$ cat src/egp_params.svh
`ifndef EGP_PARAMS_SVH
`define EGP_PARAMS_SVH

// register indices; byte address is four times the index
`define EGP_IDX_PJ_DATA        6'h28
`define EGP_IDX_PJ_PIN_INPUT   6'h29
`define EGP_IDX_PJ_DIRECTION   6'h2A
`define EGP_IDX_PJ_DRIVE       6'h2B
`define EGP_IDX_PJ_PULL        6'h2C
`define EGP_IDX_PJ_POLARITY    6'h2D
`define EGP_IDX_PJ_IRQ_ENABLE  6'h2E
`define EGP_IDX_PJ_IRQ_FLAGS   6'h2F
`define EGP_IDX_AD_DATA        6'h30
`define EGP_IDX_AD_PIN_INPUT   6'h31
`define EGP_IDX_AD_DIRECTION   6'h32
`define EGP_IDX_PJ_WIRED_OR    6'h3C

// field layout of the two-pin port inside an 8-bit register
`define EGP_PJ_LSB             3'h6
`define EGP_PJ_MSB             3'h7

// reset values
`define EGP_RST_PJ             2'h0
`define EGP_RST_AD             8'h00

// bus responses
`define EGP_RESP_OKAY          2'h0
`define EGP_RESP_SLVERR        2'h2

// synchroniser depth and priming length
`define EGP_SYNC_STAGES        3

`endif

$ cat src/egp_pkg.sv
package egp_pkg;

   typedef enum logic [1:0]
   {
      EGP_WR_IDLE = 2'h1,
      EGP_WR_RESP = 2'h2
   } egp_wr_e;

   typedef enum logic [1:0]
   {
      EGP_RD_IDLE = 2'h1,
      EGP_RD_DATA = 2'h2
   } egp_rd_e;

endpackage

$ cat src/egp_sync.sv
`include "egp_params.svh"

module egp_sync
   import egp_pkg::*;
#(
   parameter int WIDTH = 8
)
(
   // clock and reset
   input  wire logic             aclk,
   input  wire logic             aresetn,
   // raw pin levels
   input  wire logic [WIDTH-1:0] pin_raw,
   // synchronised levels
   output logic      [WIDTH-1:0] pin_sync,
   output logic                  primed
);

   logic [WIDTH-1:0]                s1_reg;
   logic [WIDTH-1:0]                s2_reg;
   logic [WIDTH-1:0]                s3_reg;
   logic [WIDTH-1:0]                held_reg;
   logic [`EGP_SYNC_STAGES-1:0]     fill_reg;
   logic [WIDTH-1:0]                agree;

   // a change counts once stages two and three agree
   assign agree    = ~(s2_reg ^ s3_reg);
   assign pin_sync = (agree & s3_reg) | (~agree & held_reg);
   assign primed   = fill_reg[`EGP_SYNC_STAGES-1];

   always_ff @(posedge aclk)
   begin
      if (!aresetn)
      begin
         s1_reg   <= '0;
         s2_reg   <= '0;
         s3_reg   <= '0;
         held_reg <= '0;
         fill_reg <= '0;
      end
      else
      begin
         s1_reg   <= pin_raw;
         s2_reg   <= s1_reg;
         s3_reg   <= s2_reg;
         held_reg <= pin_sync;
         fill_reg <= {fill_reg[`EGP_SYNC_STAGES-2:0], 1'b1};
      end
   end

endmodule

$ cat src/egp_edge_flag.sv
module egp_edge_flag
   import egp_pkg::*;
(
   // clock and reset
   input  wire logic aclk,
   input  wire logic aresetn,
   // synchronised pin and its controls
   input  wire logic level,
   input  wire logic primed,
   input  wire logic polarity,
   input  wire logic clear,
   // sticky flag
   output logic      flag
);

   logic prev_reg;
   logic armed_reg;
   logic flag_reg;
   logic rise;
   logic fall;
   logic edge_hit;
   logic flag_next;

   assign rise      = armed_reg & level & ~prev_reg;
   assign fall      = armed_reg & ~level & prev_reg;
   assign edge_hit  = polarity ? rise : fall;
   // an edge in the cycle of a clear keeps the flag set
   assign flag_next = edge_hit | (flag_reg & ~clear);
   assign flag      = flag_reg;

   always_ff @(posedge aclk)
   begin
      if (!aresetn)
      begin
         prev_reg  <= 1'b0;
         armed_reg <= 1'b0;
         flag_reg  <= 1'b0;
      end
      else
      begin
         prev_reg  <= level;
         armed_reg <= primed;
         flag_reg  <= flag_next;
      end
   end

endmodule

$ cat src/egp_top.sv
// Contract
// - each port-J direction bit makes pin 7 or 6 an input at 0 and an output at 1.
// - after a direction change the data and pin-input reads may settle within two bus cycles.
// - a drive-strength bit gives full drive at 0 and about a third at 1, only while output.
// - a pull-enable bit turns the pull device on at 1, only for an input or wired-or output.
// - a polarity bit selects a falling edge at 0 and a rising edge at 1 for the flag.
// - with pull enabled on an input, polarity 0 gives a pull-up and 1 a pull-down.
// - an interrupt-enable bit masks the pin's interrupt at 0 and permits it at 1.
// - the selected edge on a pin sets its interrupt flag; 0 means nothing pending.
// - writing 1 to a flag bit clears it and writing 0 leaves it alone.
// - an interrupt is requested while any flag is set together with its enable.
// - direction, pull-enable and interrupt-enable registers are readable and writable always.
// - analog data reads the stored value where direction is 1, else the pin level.
// - analog pin-input reads the pins always and ignores writes.
// - port-J data reads stored value where direction is 1, else the pin; pin-input reads pins.
// - a pin under peripheral control ignores its direction bit.
//
// Local design decision: the AXI4-Lite interface to the registers.
`include "egp_params.svh"

module egp_top
   import egp_pkg::*;
#(
   parameter int ADDR_W = 8,
   parameter int AD_W   = 8
)
(
   // clock and reset
   input  wire logic              aclk,
   input  wire logic              aresetn,
   // axi4-lite write address
   input  wire logic [ADDR_W-1:0] s_axi_awaddr,
   input  wire logic [2:0]        s_axi_awprot,
   input  wire logic              s_axi_awvalid,
   output logic                   s_axi_awready,
   // axi4-lite write data
   input  wire logic [31:0]       s_axi_wdata,
   input  wire logic [3:0]        s_axi_wstrb,
   input  wire logic              s_axi_wvalid,
   output logic                   s_axi_wready,
   // axi4-lite write response
   output logic [1:0]             s_axi_bresp,
   output logic                   s_axi_bvalid,
   input  wire logic              s_axi_bready,
   // axi4-lite read address
   input  wire logic [ADDR_W-1:0] s_axi_araddr,
   input  wire logic [2:0]        s_axi_arprot,
   input  wire logic              s_axi_arvalid,
   output logic                   s_axi_arready,
   // axi4-lite read data
   output logic [31:0]            s_axi_rdata,
   output logic [1:0]             s_axi_rresp,
   output logic                   s_axi_rvalid,
   input  wire logic              s_axi_rready,
   // interrupt
   output logic                   irq,
   // port j pins 7 and 6
   input  wire logic [1:0]        pj_pin_i,
   output logic [1:0]             pj_pin_o,
   output logic [1:0]             pj_pin_oe,
   output logic [1:0]             pj_drive_reduced,
   output logic [1:0]             pj_pull_enable_o,
   output logic [1:0]             pj_pull_up,
   // peripheral takeover of port j
   input  wire logic [1:0]        pj_periph_en,
   input  wire logic [1:0]        pj_periph_out,
   input  wire logic [1:0]        pj_periph_oe,
   // analog port pins
   input  wire logic [AD_W-1:0]   ad_pin_i,
   output logic [AD_W-1:0]        ad_pin_o,
   output logic [AD_W-1:0]        ad_pin_oe
);

   localparam int PL = `EGP_PJ_LSB;
   localparam int PM = `EGP_PJ_MSB;

   // bus state
   egp_wr_e               wr_state_reg;
   egp_wr_e               wr_state_next;
   egp_rd_e               rd_state_reg;
   egp_rd_e               rd_state_next;
   logic                  aw_got_reg;
   logic                  aw_got_next;
   logic                  w_got_reg;
   logic                  w_got_next;
   logic [ADDR_W-1:0]     awaddr_reg;
   logic [7:0]            wdata_reg;
   logic                  wlane_reg;
   logic                  awready_reg;
   logic                  wready_reg;
   logic                  bvalid_reg;
   logic [1:0]            bresp_reg;
   logic                  arready_reg;
   logic                  rvalid_reg;
   logic [31:0]           rdata_reg;
   logic [1:0]            rresp_reg;

   // configuration
   logic [1:0]            pj_data_reg;
   logic [1:0]            pj_direction_reg;
   logic [1:0]            pj_drive_strength_reg;
   logic [1:0]            pj_pull_enable_reg;
   logic [1:0]            pj_polarity_select_reg;
   logic [1:0]            pj_irq_enable_reg;
   logic [1:0]            pj_wired_or_reg;
   logic [AD_W-1:0]       ad_data_reg;
   logic [AD_W-1:0]       ad_direction_reg;

   // pin outputs
   logic [1:0]            pj_pin_o_reg;
   logic [1:0]            pj_pin_oe_reg;
   logic [1:0]            pj_drive_reg;
   logic [1:0]            pj_pull_en_reg;
   logic [1:0]            pj_pull_up_reg;
   logic [AD_W-1:0]       ad_pin_o_reg;
   logic [AD_W-1:0]       ad_pin_oe_reg;
   logic                  irq_reg;

   // synchronised pins and flags
   logic [1:0]            pj_sync;
   logic                  pj_primed;
   logic [AD_W-1:0]       ad_sync;
   logic [1:0]            pj_irq_flags;
   logic [1:0]            flag_clear;

   // decode and selection
   logic                  aw_fire;
   logic                  w_fire;
   logic                  ar_fire;
   logic                  wr_do;
   logic [5:0]            wr_idx;
   logic [5:0]            rd_idx;
   logic                  wr_en;
   logic                  wr_hit;
   logic                  rd_hit;
   logic [7:0]            pj_rd_data;
   logic [7:0]            pj_rd_pins;
   logic [7:0]            ad_rd_data;
   logic [7:0]            rd_byte;
   logic [1:0]            pj_out_dir;
   logic [1:0]            pj_out_val;

   // ---- bus handshakes ----
   assign aw_fire = s_axi_awvalid & awready_reg;
   assign w_fire  = s_axi_wvalid & wready_reg;
   assign ar_fire = s_axi_arvalid & arready_reg;
   assign wr_do   = aw_got_reg & w_got_reg & (wr_state_reg == EGP_WR_IDLE);
   assign wr_idx  = awaddr_reg[7:2];
   assign rd_idx  = s_axi_araddr[7:2];
   assign wr_en   = wr_do & wlane_reg;

   assign aw_got_next = wr_do ? 1'b0 : (aw_got_reg | aw_fire);
   assign w_got_next  = wr_do ? 1'b0 : (w_got_reg | w_fire);

   assign wr_state_next = wr_do ? EGP_WR_RESP :
                          ((wr_state_reg == EGP_WR_RESP) && s_axi_bready) ? EGP_WR_IDLE :
                          wr_state_reg;
   assign rd_state_next = ar_fire ? EGP_RD_DATA :
                          ((rd_state_reg == EGP_RD_DATA) && s_axi_rready) ? EGP_RD_IDLE :
                          rd_state_reg;

   // ---- address decode ----
   assign wr_hit = (wr_idx == `EGP_IDX_PJ_DATA)       ||
                   (wr_idx == `EGP_IDX_PJ_PIN_INPUT)  ||
                   (wr_idx == `EGP_IDX_PJ_DIRECTION)  ||
                   (wr_idx == `EGP_IDX_PJ_DRIVE)      ||
                   (wr_idx == `EGP_IDX_PJ_PULL)       ||
                   (wr_idx == `EGP_IDX_PJ_POLARITY)   ||
                   (wr_idx == `EGP_IDX_PJ_IRQ_ENABLE) ||
                   (wr_idx == `EGP_IDX_PJ_IRQ_FLAGS)  ||
                   (wr_idx == `EGP_IDX_AD_DATA)       ||
                   (wr_idx == `EGP_IDX_AD_PIN_INPUT)  ||
                   (wr_idx == `EGP_IDX_AD_DIRECTION)  ||
                   (wr_idx == `EGP_IDX_PJ_WIRED_OR);
   assign rd_hit = (rd_idx == `EGP_IDX_PJ_DATA)       ||
                   (rd_idx == `EGP_IDX_PJ_PIN_INPUT)  ||
                   (rd_idx == `EGP_IDX_PJ_DIRECTION)  ||
                   (rd_idx == `EGP_IDX_PJ_DRIVE)      ||
                   (rd_idx == `EGP_IDX_PJ_PULL)       ||
                   (rd_idx == `EGP_IDX_PJ_POLARITY)   ||
                   (rd_idx == `EGP_IDX_PJ_IRQ_ENABLE) ||
                   (rd_idx == `EGP_IDX_PJ_IRQ_FLAGS)  ||
                   (rd_idx == `EGP_IDX_AD_DATA)       ||
                   (rd_idx == `EGP_IDX_AD_PIN_INPUT)  ||
                   (rd_idx == `EGP_IDX_AD_DIRECTION)  ||
                   (rd_idx == `EGP_IDX_PJ_WIRED_OR);

   // write-one clear of the flags; writes to pin-input indices are dropped
   assign flag_clear = (wr_en && (wr_idx == `EGP_IDX_PJ_IRQ_FLAGS)) ?
                       wdata_reg[PM:PL] : 2'h0;

   // ---- read selection ----
   assign pj_rd_data = {(pj_direction_reg & pj_data_reg) |
                        (~pj_direction_reg & pj_sync), 6'h00};
   assign pj_rd_pins = {pj_sync, 6'h00};
   assign ad_rd_data = (ad_direction_reg & ad_data_reg) |
                       (~ad_direction_reg & ad_sync);

   assign rd_byte =
      (rd_idx == `EGP_IDX_PJ_DATA)       ? pj_rd_data :
      (rd_idx == `EGP_IDX_PJ_PIN_INPUT)  ? pj_rd_pins :
      (rd_idx == `EGP_IDX_PJ_DIRECTION)  ? {pj_direction_reg, 6'h00} :
      (rd_idx == `EGP_IDX_PJ_DRIVE)      ? {pj_drive_strength_reg, 6'h00} :
      (rd_idx == `EGP_IDX_PJ_PULL)       ? {pj_pull_enable_reg, 6'h00} :
      (rd_idx == `EGP_IDX_PJ_POLARITY)   ? {pj_polarity_select_reg, 6'h00} :
      (rd_idx == `EGP_IDX_PJ_IRQ_ENABLE) ? {pj_irq_enable_reg, 6'h00} :
      (rd_idx == `EGP_IDX_PJ_IRQ_FLAGS)  ? {pj_irq_flags, 6'h00} :
      (rd_idx == `EGP_IDX_AD_DATA)       ? ad_rd_data :
      (rd_idx == `EGP_IDX_AD_PIN_INPUT)  ? ad_sync :
      (rd_idx == `EGP_IDX_AD_DIRECTION)  ? ad_direction_reg :
      (rd_idx == `EGP_IDX_PJ_WIRED_OR)   ? {pj_wired_or_reg, 6'h00} :
      8'h00;

   // ---- pin control ----
   // a peripheral that owns the pin overrides direction and data
   assign pj_out_dir = (pj_periph_en & pj_periph_oe) |
                       (~pj_periph_en & pj_direction_reg);
   assign pj_out_val = (pj_periph_en & pj_periph_out) |
                       (~pj_periph_en & pj_data_reg);

   // ---- synchronisers and edge flags ----
   egp_sync #(.WIDTH(2)) u_pj_sync
   (
      .aclk     (aclk),
      .aresetn  (aresetn),
      .pin_raw  (pj_pin_i),
      .pin_sync (pj_sync),
      .primed   (pj_primed)
   );

   egp_sync #(.WIDTH(AD_W)) u_ad_sync
   (
      .aclk     (aclk),
      .aresetn  (aresetn),
      .pin_raw  (ad_pin_i),
      .pin_sync (ad_sync),
      .primed   ()
   );

   genvar gi;
   generate
      for (gi = 0; gi < 2; gi++)
      begin : g_pj_flag
         egp_edge_flag u_flag
         (
            .aclk     (aclk),
            .aresetn  (aresetn),
            .level    (pj_sync[gi]),
            .primed   (pj_primed),
            .polarity (pj_polarity_select_reg[gi]),
            .clear    (flag_clear[gi]),
            .flag     (pj_irq_flags[gi])
         );
      end
   endgenerate

   // ---- bus registers ----
   always_ff @(posedge aclk)
   begin
      if (!aresetn)
      begin
         wr_state_reg <= EGP_WR_IDLE;
         rd_state_reg <= EGP_RD_IDLE;
         aw_got_reg   <= 1'b0;
         w_got_reg    <= 1'b0;
         awaddr_reg   <= '0;
         wdata_reg    <= 8'h00;
         wlane_reg    <= 1'b0;
         awready_reg  <= 1'b0;
         wready_reg   <= 1'b0;
         bvalid_reg   <= 1'b0;
         bresp_reg    <= `EGP_RESP_OKAY;
         arready_reg  <= 1'b0;
         rvalid_reg   <= 1'b0;
         rdata_reg    <= 32'h0000_0000;
         rresp_reg    <= `EGP_RESP_OKAY;
      end
      else
      begin
         wr_state_reg <= wr_state_next;
         rd_state_reg <= rd_state_next;
         aw_got_reg   <= aw_got_next;
         w_got_reg    <= w_got_next;
         awready_reg  <= ~aw_got_next & (wr_state_next == EGP_WR_IDLE);
         wready_reg   <= ~w_got_next & (wr_state_next == EGP_WR_IDLE);
         bvalid_reg   <= (wr_state_next == EGP_WR_RESP);
         arready_reg  <= (rd_state_next == EGP_RD_IDLE);
         rvalid_reg   <= (rd_state_next == EGP_RD_DATA);
         if (aw_fire)
         begin
            awaddr_reg <= s_axi_awaddr;
         end
         if (w_fire)
         begin
            wdata_reg <= s_axi_wdata[7:0];
            wlane_reg <= s_axi_wstrb[0];
         end
         if (wr_do)
         begin
            bresp_reg <= wr_hit ? `EGP_RESP_OKAY : `EGP_RESP_SLVERR;
         end
         if (ar_fire)
         begin
            rdata_reg <= {24'h00_0000, rd_byte};
            rresp_reg <= rd_hit ? `EGP_RESP_OKAY : `EGP_RESP_SLVERR;
         end
      end
   end

   // ---- configuration registers ----
   always_ff @(posedge aclk)
   begin
      if (!aresetn)
      begin
         pj_data_reg            <= `EGP_RST_PJ;
         pj_direction_reg       <= `EGP_RST_PJ;
         pj_drive_strength_reg  <= `EGP_RST_PJ;
         pj_pull_enable_reg     <= `EGP_RST_PJ;
         pj_polarity_select_reg <= `EGP_RST_PJ;
         pj_irq_enable_reg      <= `EGP_RST_PJ;
         pj_wired_or_reg        <= `EGP_RST_PJ;
         ad_data_reg            <= `EGP_RST_AD;
         ad_direction_reg       <= `EGP_RST_AD;
      end
      else if (wr_en)
      begin
         case (wr_idx)
            `EGP_IDX_PJ_DATA:       pj_data_reg            <= wdata_reg[PM:PL];
            `EGP_IDX_PJ_DIRECTION:  pj_direction_reg       <= wdata_reg[PM:PL];
            `EGP_IDX_PJ_DRIVE:      pj_drive_strength_reg  <= wdata_reg[PM:PL];
            `EGP_IDX_PJ_PULL:       pj_pull_enable_reg     <= wdata_reg[PM:PL];
            `EGP_IDX_PJ_POLARITY:   pj_polarity_select_reg <= wdata_reg[PM:PL];
            `EGP_IDX_PJ_IRQ_ENABLE: pj_irq_enable_reg      <= wdata_reg[PM:PL];
            `EGP_IDX_PJ_WIRED_OR:   pj_wired_or_reg        <= wdata_reg[PM:PL];
            `EGP_IDX_AD_DATA:       ad_data_reg            <= wdata_reg;
            `EGP_IDX_AD_DIRECTION:  ad_direction_reg       <= wdata_reg;
            default:                pj_data_reg            <= pj_data_reg;
         endcase
      end
   end

   // ---- pin and interrupt outputs ----
   always_ff @(posedge aclk)
   begin
      if (!aresetn)
      begin
         pj_pin_o_reg   <= 2'h0;
         pj_pin_oe_reg  <= 2'h0;
         pj_drive_reg   <= 2'h0;
         pj_pull_en_reg <= 2'h0;
         pj_pull_up_reg <= 2'h0;
         ad_pin_o_reg   <= `EGP_RST_AD;
         ad_pin_oe_reg  <= `EGP_RST_AD;
         irq_reg        <= 1'b0;
      end
      else
      begin
         // wired-or only ever pulls the line low
         pj_pin_o_reg   <= pj_out_val & ~pj_wired_or_reg;
         pj_pin_oe_reg  <= pj_out_dir & ~(pj_wired_or_reg & pj_out_val);
         pj_drive_reg   <= pj_out_dir & pj_drive_strength_reg;
         pj_pull_en_reg <= pj_pull_enable_reg &
                           (~pj_out_dir | pj_wired_or_reg);
         pj_pull_up_reg <= ~pj_polarity_select_reg |
                           (pj_out_dir & pj_wired_or_reg);
         ad_pin_o_reg   <= ad_data_reg;
         ad_pin_oe_reg  <= ad_direction_reg;
         irq_reg        <= |(pj_irq_flags & pj_irq_enable_reg);
      end
   end

   assign s_axi_awready    = awready_reg;
   assign s_axi_wready     = wready_reg;
   assign s_axi_bvalid     = bvalid_reg;
   assign s_axi_bresp      = bresp_reg;
   assign s_axi_arready    = arready_reg;
   assign s_axi_rvalid     = rvalid_reg;
   assign s_axi_rdata      = rdata_reg;
   assign s_axi_rresp      = rresp_reg;
   assign irq              = irq_reg;
   assign pj_pin_o         = pj_pin_o_reg;
   assign pj_pin_oe        = pj_pin_oe_reg;
   assign pj_drive_reduced = pj_drive_reg;
   assign pj_pull_enable_o = pj_pull_en_reg;
   assign pj_pull_up       = pj_pull_up_reg;
   assign ad_pin_o         = ad_pin_o_reg;
   assign ad_pin_oe        = ad_pin_oe_reg;

endmodule

$ cat config.mk
export PLATFORM = sky130hd
export DESIGN_NAME = egp_top
export DESIGN_NICKNAME = d
export VERILOG_FILES = /design/src/egp_pkg.sv /design/src/egp_sync.sv /design/src/egp_edge_flag.sv /design/src/egp_top.sv
export VERILOG_INCLUDE_DIRS = /design/src
export SDC_FILE = /design/constraint.sdc
export NUM_CORES = 1
export LEC_CHECK = 0
export BUFFER_PORTS_ARGS = -buffer_cell sky130_fd_sc_hd__clkbuf_2
export CORE_MARGIN = 2
export CORE_UTILIZATION = 47
export DETAILED_ROUTE_END_ITERATION = 8
export GPL_TIMING_DRIVEN = 0
export PLACE_DENSITY_LB_ADDON = 0.08
export SLEW_MARGIN = 40
export SYNTH_ARGS = -nofsm -noshare
export SYNTH_HDL_FRONTEND = slang
export SYNTH_SLANG_ARGS = --single-unit
$ cat constraint.sdc
create_clock -name aclk -period 1.5 [get_ports aclk]
set_input_delay 0.15 -clock aclk [delete_from_list [all_inputs] [get_ports aclk]]
set_output_delay 0.15 -clock aclk [all_outputs]
set_load 0.1 [all_outputs]
Yosys cells after proc, flatten, opt, wreduce, memory -nomap -nowiden

Index checks and enable logic that the tools add are counted.

Bits in registers: 145
Bits of input ports: 81
Output and inout port bits: 68
Word-level logic and storage cells: 207

Eq/ne operators: 31
Mux-type cells: 24
Bitwise logic cells: 70
Reduce and logical (&&, ||, !) cells: 35

Operators with widths:

| operator                                             | number |
|---|---|
| equality test 6 bit (second input constant)          | 24 |
| 2-to-1 mux 8 bit                                     | 12 |
| bitwise AND 8 bit                                    | 4 |
| bitwise AND 2 bit                                    | 15 |
| NOT 8 bit                                            | 3 |
| logical OR 1 bit                                     | 22 |
| bitwise AND 1 bit                                    | 18 |
| AND reduction 2 bit                                  | 9 |
| NOT 2 bit                                            | 8 |
| OR 8 bit                                             | 2 |
| 2-to-1 mux 2 bit                                     | 7 |
| OR 2 bit                                             | 6 |
| equality test 2 bit (second input constant)          | 4 |
| NOT 1 bit                                            | 8 |
| bitwise XOR 8 bit                                    | 1 |
| equality test 2 x 1 -> 1 bit (second input constant) | 3 |
| 2-to-1 mux 1 bit                                     | 5 |
| OR 1 bit                                             | 4 |
| logical AND 1 bit                                    | 3 |
| OR reduction 2 bit                                   | 1 |
| bitwise XOR 2 bit                                    | 1 |

Longest topological paths before layout

Depth after elaboration: 16
Depth in mapped cells: 8
Depth with buffers taken out: 5

Cells and area by module

Synthesis repeated with hierarchy kept, for this count alone.

Cells, all modules: 563
Area total of the unflattened synthesis: 5,509.0 um2

Modules (own cells, without submodules):

| module               | instances | cells each | area each (um2) | sequential area each (um2) |
|---|---|---|---|---|
| egp_top              | 1         | 442        | 3,947.5         | 1,861.8 |
| egp_sync (u_ad_sync) | 1         | 80         | 1,031.0         | 700.7 |
| egp_sync (u_pj_sync) | 1         | 23         | 307.8           | 220.2 |
| egp_edge_flag        | 2         | 9          | 111.4           | 60.1 |

Worst setup path before layout

Ideal clock, no wire load.

Path type: reg-to-reg
From: register arready_reg (netlist: s_axi_arready)
To: register rdata_reg[6] (netlist: s_axi_rdata[6])
Library setup time: 87 ps
Arrival: 1,688 ps
Data required time: 1,413 ps
Setup slack: -276 ps
Cell stages (with the launch flop): 5
Path buffers: 0
Period minus slack after synthesis: 1,776 ps
Path through: dfxtp_1 and2_0 o21ai_0 a31o_2 o31ai_1

Longest elaborated chain between the ends: 1

RTL lines:

| what                   | line           | RTL |
|---|---|---|
| from (decl)            | egp_top.sv:93  | `logic arready_reg;` |
| from (signal assigned) | egp_top.sv:287 | `arready_reg <= (rd_state_next == EGP_RD_IDLE);` |
| bitwise AND 1 bit      | egp_top.sv:146 | `assign ar_fire = s_axi_arvalid & arready_reg;` |
| to (signal assigned)   | egp_top.sv:304 | `rdata_reg <= {24'h00_0000, rd_byte};` |
| to (decl)              | egp_top.sv:95  | `logic [31:0] rdata_reg;` |

Every way passes these cells.
A chain may end at the register's enable or synchronous reset.

Worst setup path in the final report

From: register u_pj_sync.s3_reg[1]
To: register rdata_reg[7] (netlist: s_axi_rdata[7])

Longest elaborated chain between the ends: 8
Elaborated cells between the ends (all ways): 10
Those cells by class: 2 x mux; 8 x bitwise

RTL lines:

| what                   | line           | RTL |
|---|---|---|
| from (decl)            | egp_sync.sv:21 | `logic [WIDTH-1:0] s3_reg;` |
| from (signal assigned) | egp_sync.sv:45 | `s3_reg <= s2_reg;` |
| bitwise XOR 2 bit      | egp_sync.sv:27 | `assign agree = ~(s2_reg ^ s3_reg);` |
| NOT 2 bit              | egp_sync.sv:27 |  |
| NOT 2 bit              | egp_sync.sv:28 | `assign pin_sync = (agree & s3_reg) \| (~agree & held_reg);` |
| bitwise AND 2 bit      | egp_sync.sv:28 |  |
| OR 2 bit *             | egp_sync.sv:28 |  |
| bitwise AND 2 bit      | egp_top.sv:194 | `(~pj_direction_reg & pj_sync), 6'h00};` |
| OR 2 bit               | egp_top.sv:193 | `assign pj_rd_data = {(pj_direction_reg & pj_data_reg) \|` |
| 2-to-1 mux 8 bit *     | egp_top.sv:200 | `` (rd_idx == `EGP_IDX_PJ_DATA) ? pj_rd_data : `` |

Every way passes the cells marked *; elsewhere a longest branch is shown, timed or not.

==> run_results.csv <==
group,metric,value,unit
clock_tree,insertion_delay,0.42,ns
global_route,grt_pass1_vias,4288,
global_route,grt_pass1_wl,21.5,mm
route,wirelength,13.5,mm
sta,setup_slack,-0.223,ns
sta,slew_headroom,0.608,
power_and_ir_drop,leakage,2.99,nW
sta,rsz0062_at_grt,"yes",
synthesis,synth.distinct_cells,52,
sta,finalMaxSlewViolations,0,
sta,holdWs,-0.000573,ns
run_status,violations,"negative hold slack, negative setup slack",
synthesis,synth_edf_count,0,
global_route,grt_max_degree,17,
placed_design,place_congestion,0.877,
flow_run,max_cap_viol_count,0,
placed_design,hpwl,9.49,mm
synthesis,synth_warnings,0,
die,start_util,0.484,
sta,maxClockFrequency,581,MHz
placed_design,placed_cell_area,6260,um2
sta,clock-skew-final,0.0112,ns
setup_path,crit_type,"reg2reg",
synthesis,synthCells,580,
synthesis,syn_area,5520,um2
finish,fin_area,7380,um2
route,drc,0,
sta,finalSetupViolCount,15,
global_route,grt_antenna_before_repair,0,
run_status,status,"finished, violations left",
global_route,grt-ovfl-total,0,
global_route,grtUsageTotal,0.219,
finish,diodes,0,
finish,drive_gt1_frac,0.291,
clock_tree,cts_buffer_depth,2,
route,drtIter0Drc,267,
power_and_ir_drop,power.density,1240,nW/um2
worst_hold_path,worstHoldPathType,"in2reg",
sta,period_share,1.15,
die,die_x,112,um
setup_path,endpoint_kind,"flip-flop",
finish,nets,824,
route,vias,4486,
clock_tree,root_buffer,"clkbuf_16",
clock_tree,cts_tree,"done",
synthesis,synth-seq-cells,139,
route,firstDrtPassIters,4,
die,num_rows,39,
sta,period_needed,1.72,ns
sta,hold_violations,1,
clock_tree,numCtsBuffers,17,
clock_tree,clk_pin_slew_worst_paths,0.06,ns
synthesis,ys_seq_area_frac,0.504,
route,viasPerCell,4.99,
die,die_y,112,um
die,coreArea,11400,um2
placed_design,portBuffers,84,
route,wire_per_inst,15.1,um
synthesis,ys_async_sr_fraction,0,
route,ant_nets,0,
setup_path,cp_max_fo,2,
setup_path,required,1.80,ns
sta,finalSetupTns,-0.833,ns
synthesis,ys.flop_type,"dfxtp_1",
setup_path,crit_path_start_kind,"flip-flop",
setup_path,cp.arrival,2.02,ns
finish,syn2layout_area_growth,33.6,%
finish,fillers,984,
power_and_ir_drop,vdd_drop_max,0.000731,V
die,io_pins,149,
sta,tightest_slew,0.588,ns
clock_tree,h-tree-depth,4,
clock_tree,clkSinkCount,139,
die,dieArea,12600,um2
synthesis,syn_area_per_cell,9.52,um2
==> worst max-delay path: stages (launching register included) <==
cell and delay [ns]:
dfxtp_2 0.32, maj3_2 0.34, mux2_2 0.27, mux4_2 0.47
o221ai_2 0.14, a31oi_1 0.06
==> cell usage in the layout, fill, tap and decap left out, drive strengths merged, types with 3 or more instances in the layout <==
master and count:
nor3b 8, mux2i 24, a31oi 4, o21ai 16
clkinvlp 3, dlygate4sd3 22, nand3b 6, a21boi 39
mux2 5, a22o 3, a21oi 21, bufinv 3
nor3 5, nand2 77, maj3 10, conb 26
nand4b 7, buf 45, nand3 15, nor2b 24
inv 17, o21a 3, and4b 3, nor2 14
dfxtp 139, and2 61, clkbuf 127, and3 5
==> metal layers <==
metal,wire length [um],part of all wire,GRT usage
met3,677,0.050,0.0410
met1,6180,0.46,0.284
met2,6470,0.48,0.360
met4,217,0.016,0.0902
met5,0,0,0
==> layout make-up <==
cell class / instances / area [um2] / area share
clock inverters: 12 / 161 / 0.0219
repair buffers: 122 / 797 / 0.108
well taps: 143 / 179 / 0.0243
inverters: 13 / 48.8 / 0.00661
flip-flops and latches: 139 / 2810 / 0.380
clock buffers: 20 / 447 / 0.0605
multi-input cells: 398 / 2630 / 0.357
plain buffers: 52 / 305 / 0.0414
==> through the flow <==
step | util | setup WS, ns | hold slack, ns | power (W) | std cells
finish | 0.646 | -0.223 | -0.000573 | 0.00917 | 899
global route | 0.646 | -0.262 | 0.0157 | 0.00949 | 899
CTS | 0.632 | -0.213 | 0.00189 | 0.00920 | 895
detailed placement | 0.548 | -0.479 | 0.268 | 0.00489 | 832
global placement | 0.548 | -0.385 | 0.270 | 0.00487 | 832
floorplan | - | -0.107 | 0.178 | 0.00469 | 605
==> Yosys cell counts, types with 13 or more instances <==
cell type,count,area [um2]
dfxtp_1,139,2780
nand2_1,77,289
and2_1,60,375
a21boi_0,38,285
buf_4,27,203
clkbuf_1,24,90.1
mux2i_1,24,240
nor2b_1,24,150
a21oi_1,21,105
o21ai_0,16,80.1
nand3_1,14,70.1
nor2_1,14,52.6
inv_1,13,48.8
==> worst paths after layout <==
| kind | start | to | slack [ns] | depth (start not counted) |
|---|---|---|---|---|
| max | u_pj_sync.s3_reg[1]$_SDFF_PN0_ | s_axi_rdata[7]$_SDFFE_PN0P_ | -0.22 | 5 |
| min | s_axi_awaddr[5] | awaddr_reg[5]$_SDFFE_PN0P_ | -0.0006 | 3 |
| max reg2reg | u_pj_sync.s3_reg[1]$_SDFF_PN0_ | s_axi_rdata[7]$_SDFFE_PN0P_ | -0.22 | 5 |
| min reg2reg | aw_got_reg$_SDFF_PN0_ | s_axi_awready$_SDFF_PN0_ | 0.42 | 1 |
==> where the power goes <==
part	total [W]	switching (W)	internal (W)
combinational	0.00103	0.000742	0.000283
sequential	0.00386	0.0000700	0.00379
clock	0.00428	0.00161	0.00268
==> logic make-up after synthesis <==
group           after synthesis  share of synthesized area
flops                       139                      0.504
other cells                   1                   0.000679
buf+inv                      68                     0.0664
simple gates                234                      0.235
mux                          30                     0.0578
compound gates               98                      0.118
fa+ha+maj                    10                     0.0184
==> what timing repair did <==
item / CTS / global route
gates resized for setup: 17 / 47
endpoints found under the hold margin: 22 / 0
setup buffers: 11 / 5
endpoints found under the setup margin: 26 / 55
hold buffers: 22 / 0
pin swaps: 3 / 20
Note: power is estimated with default switching activity, not from simulation.
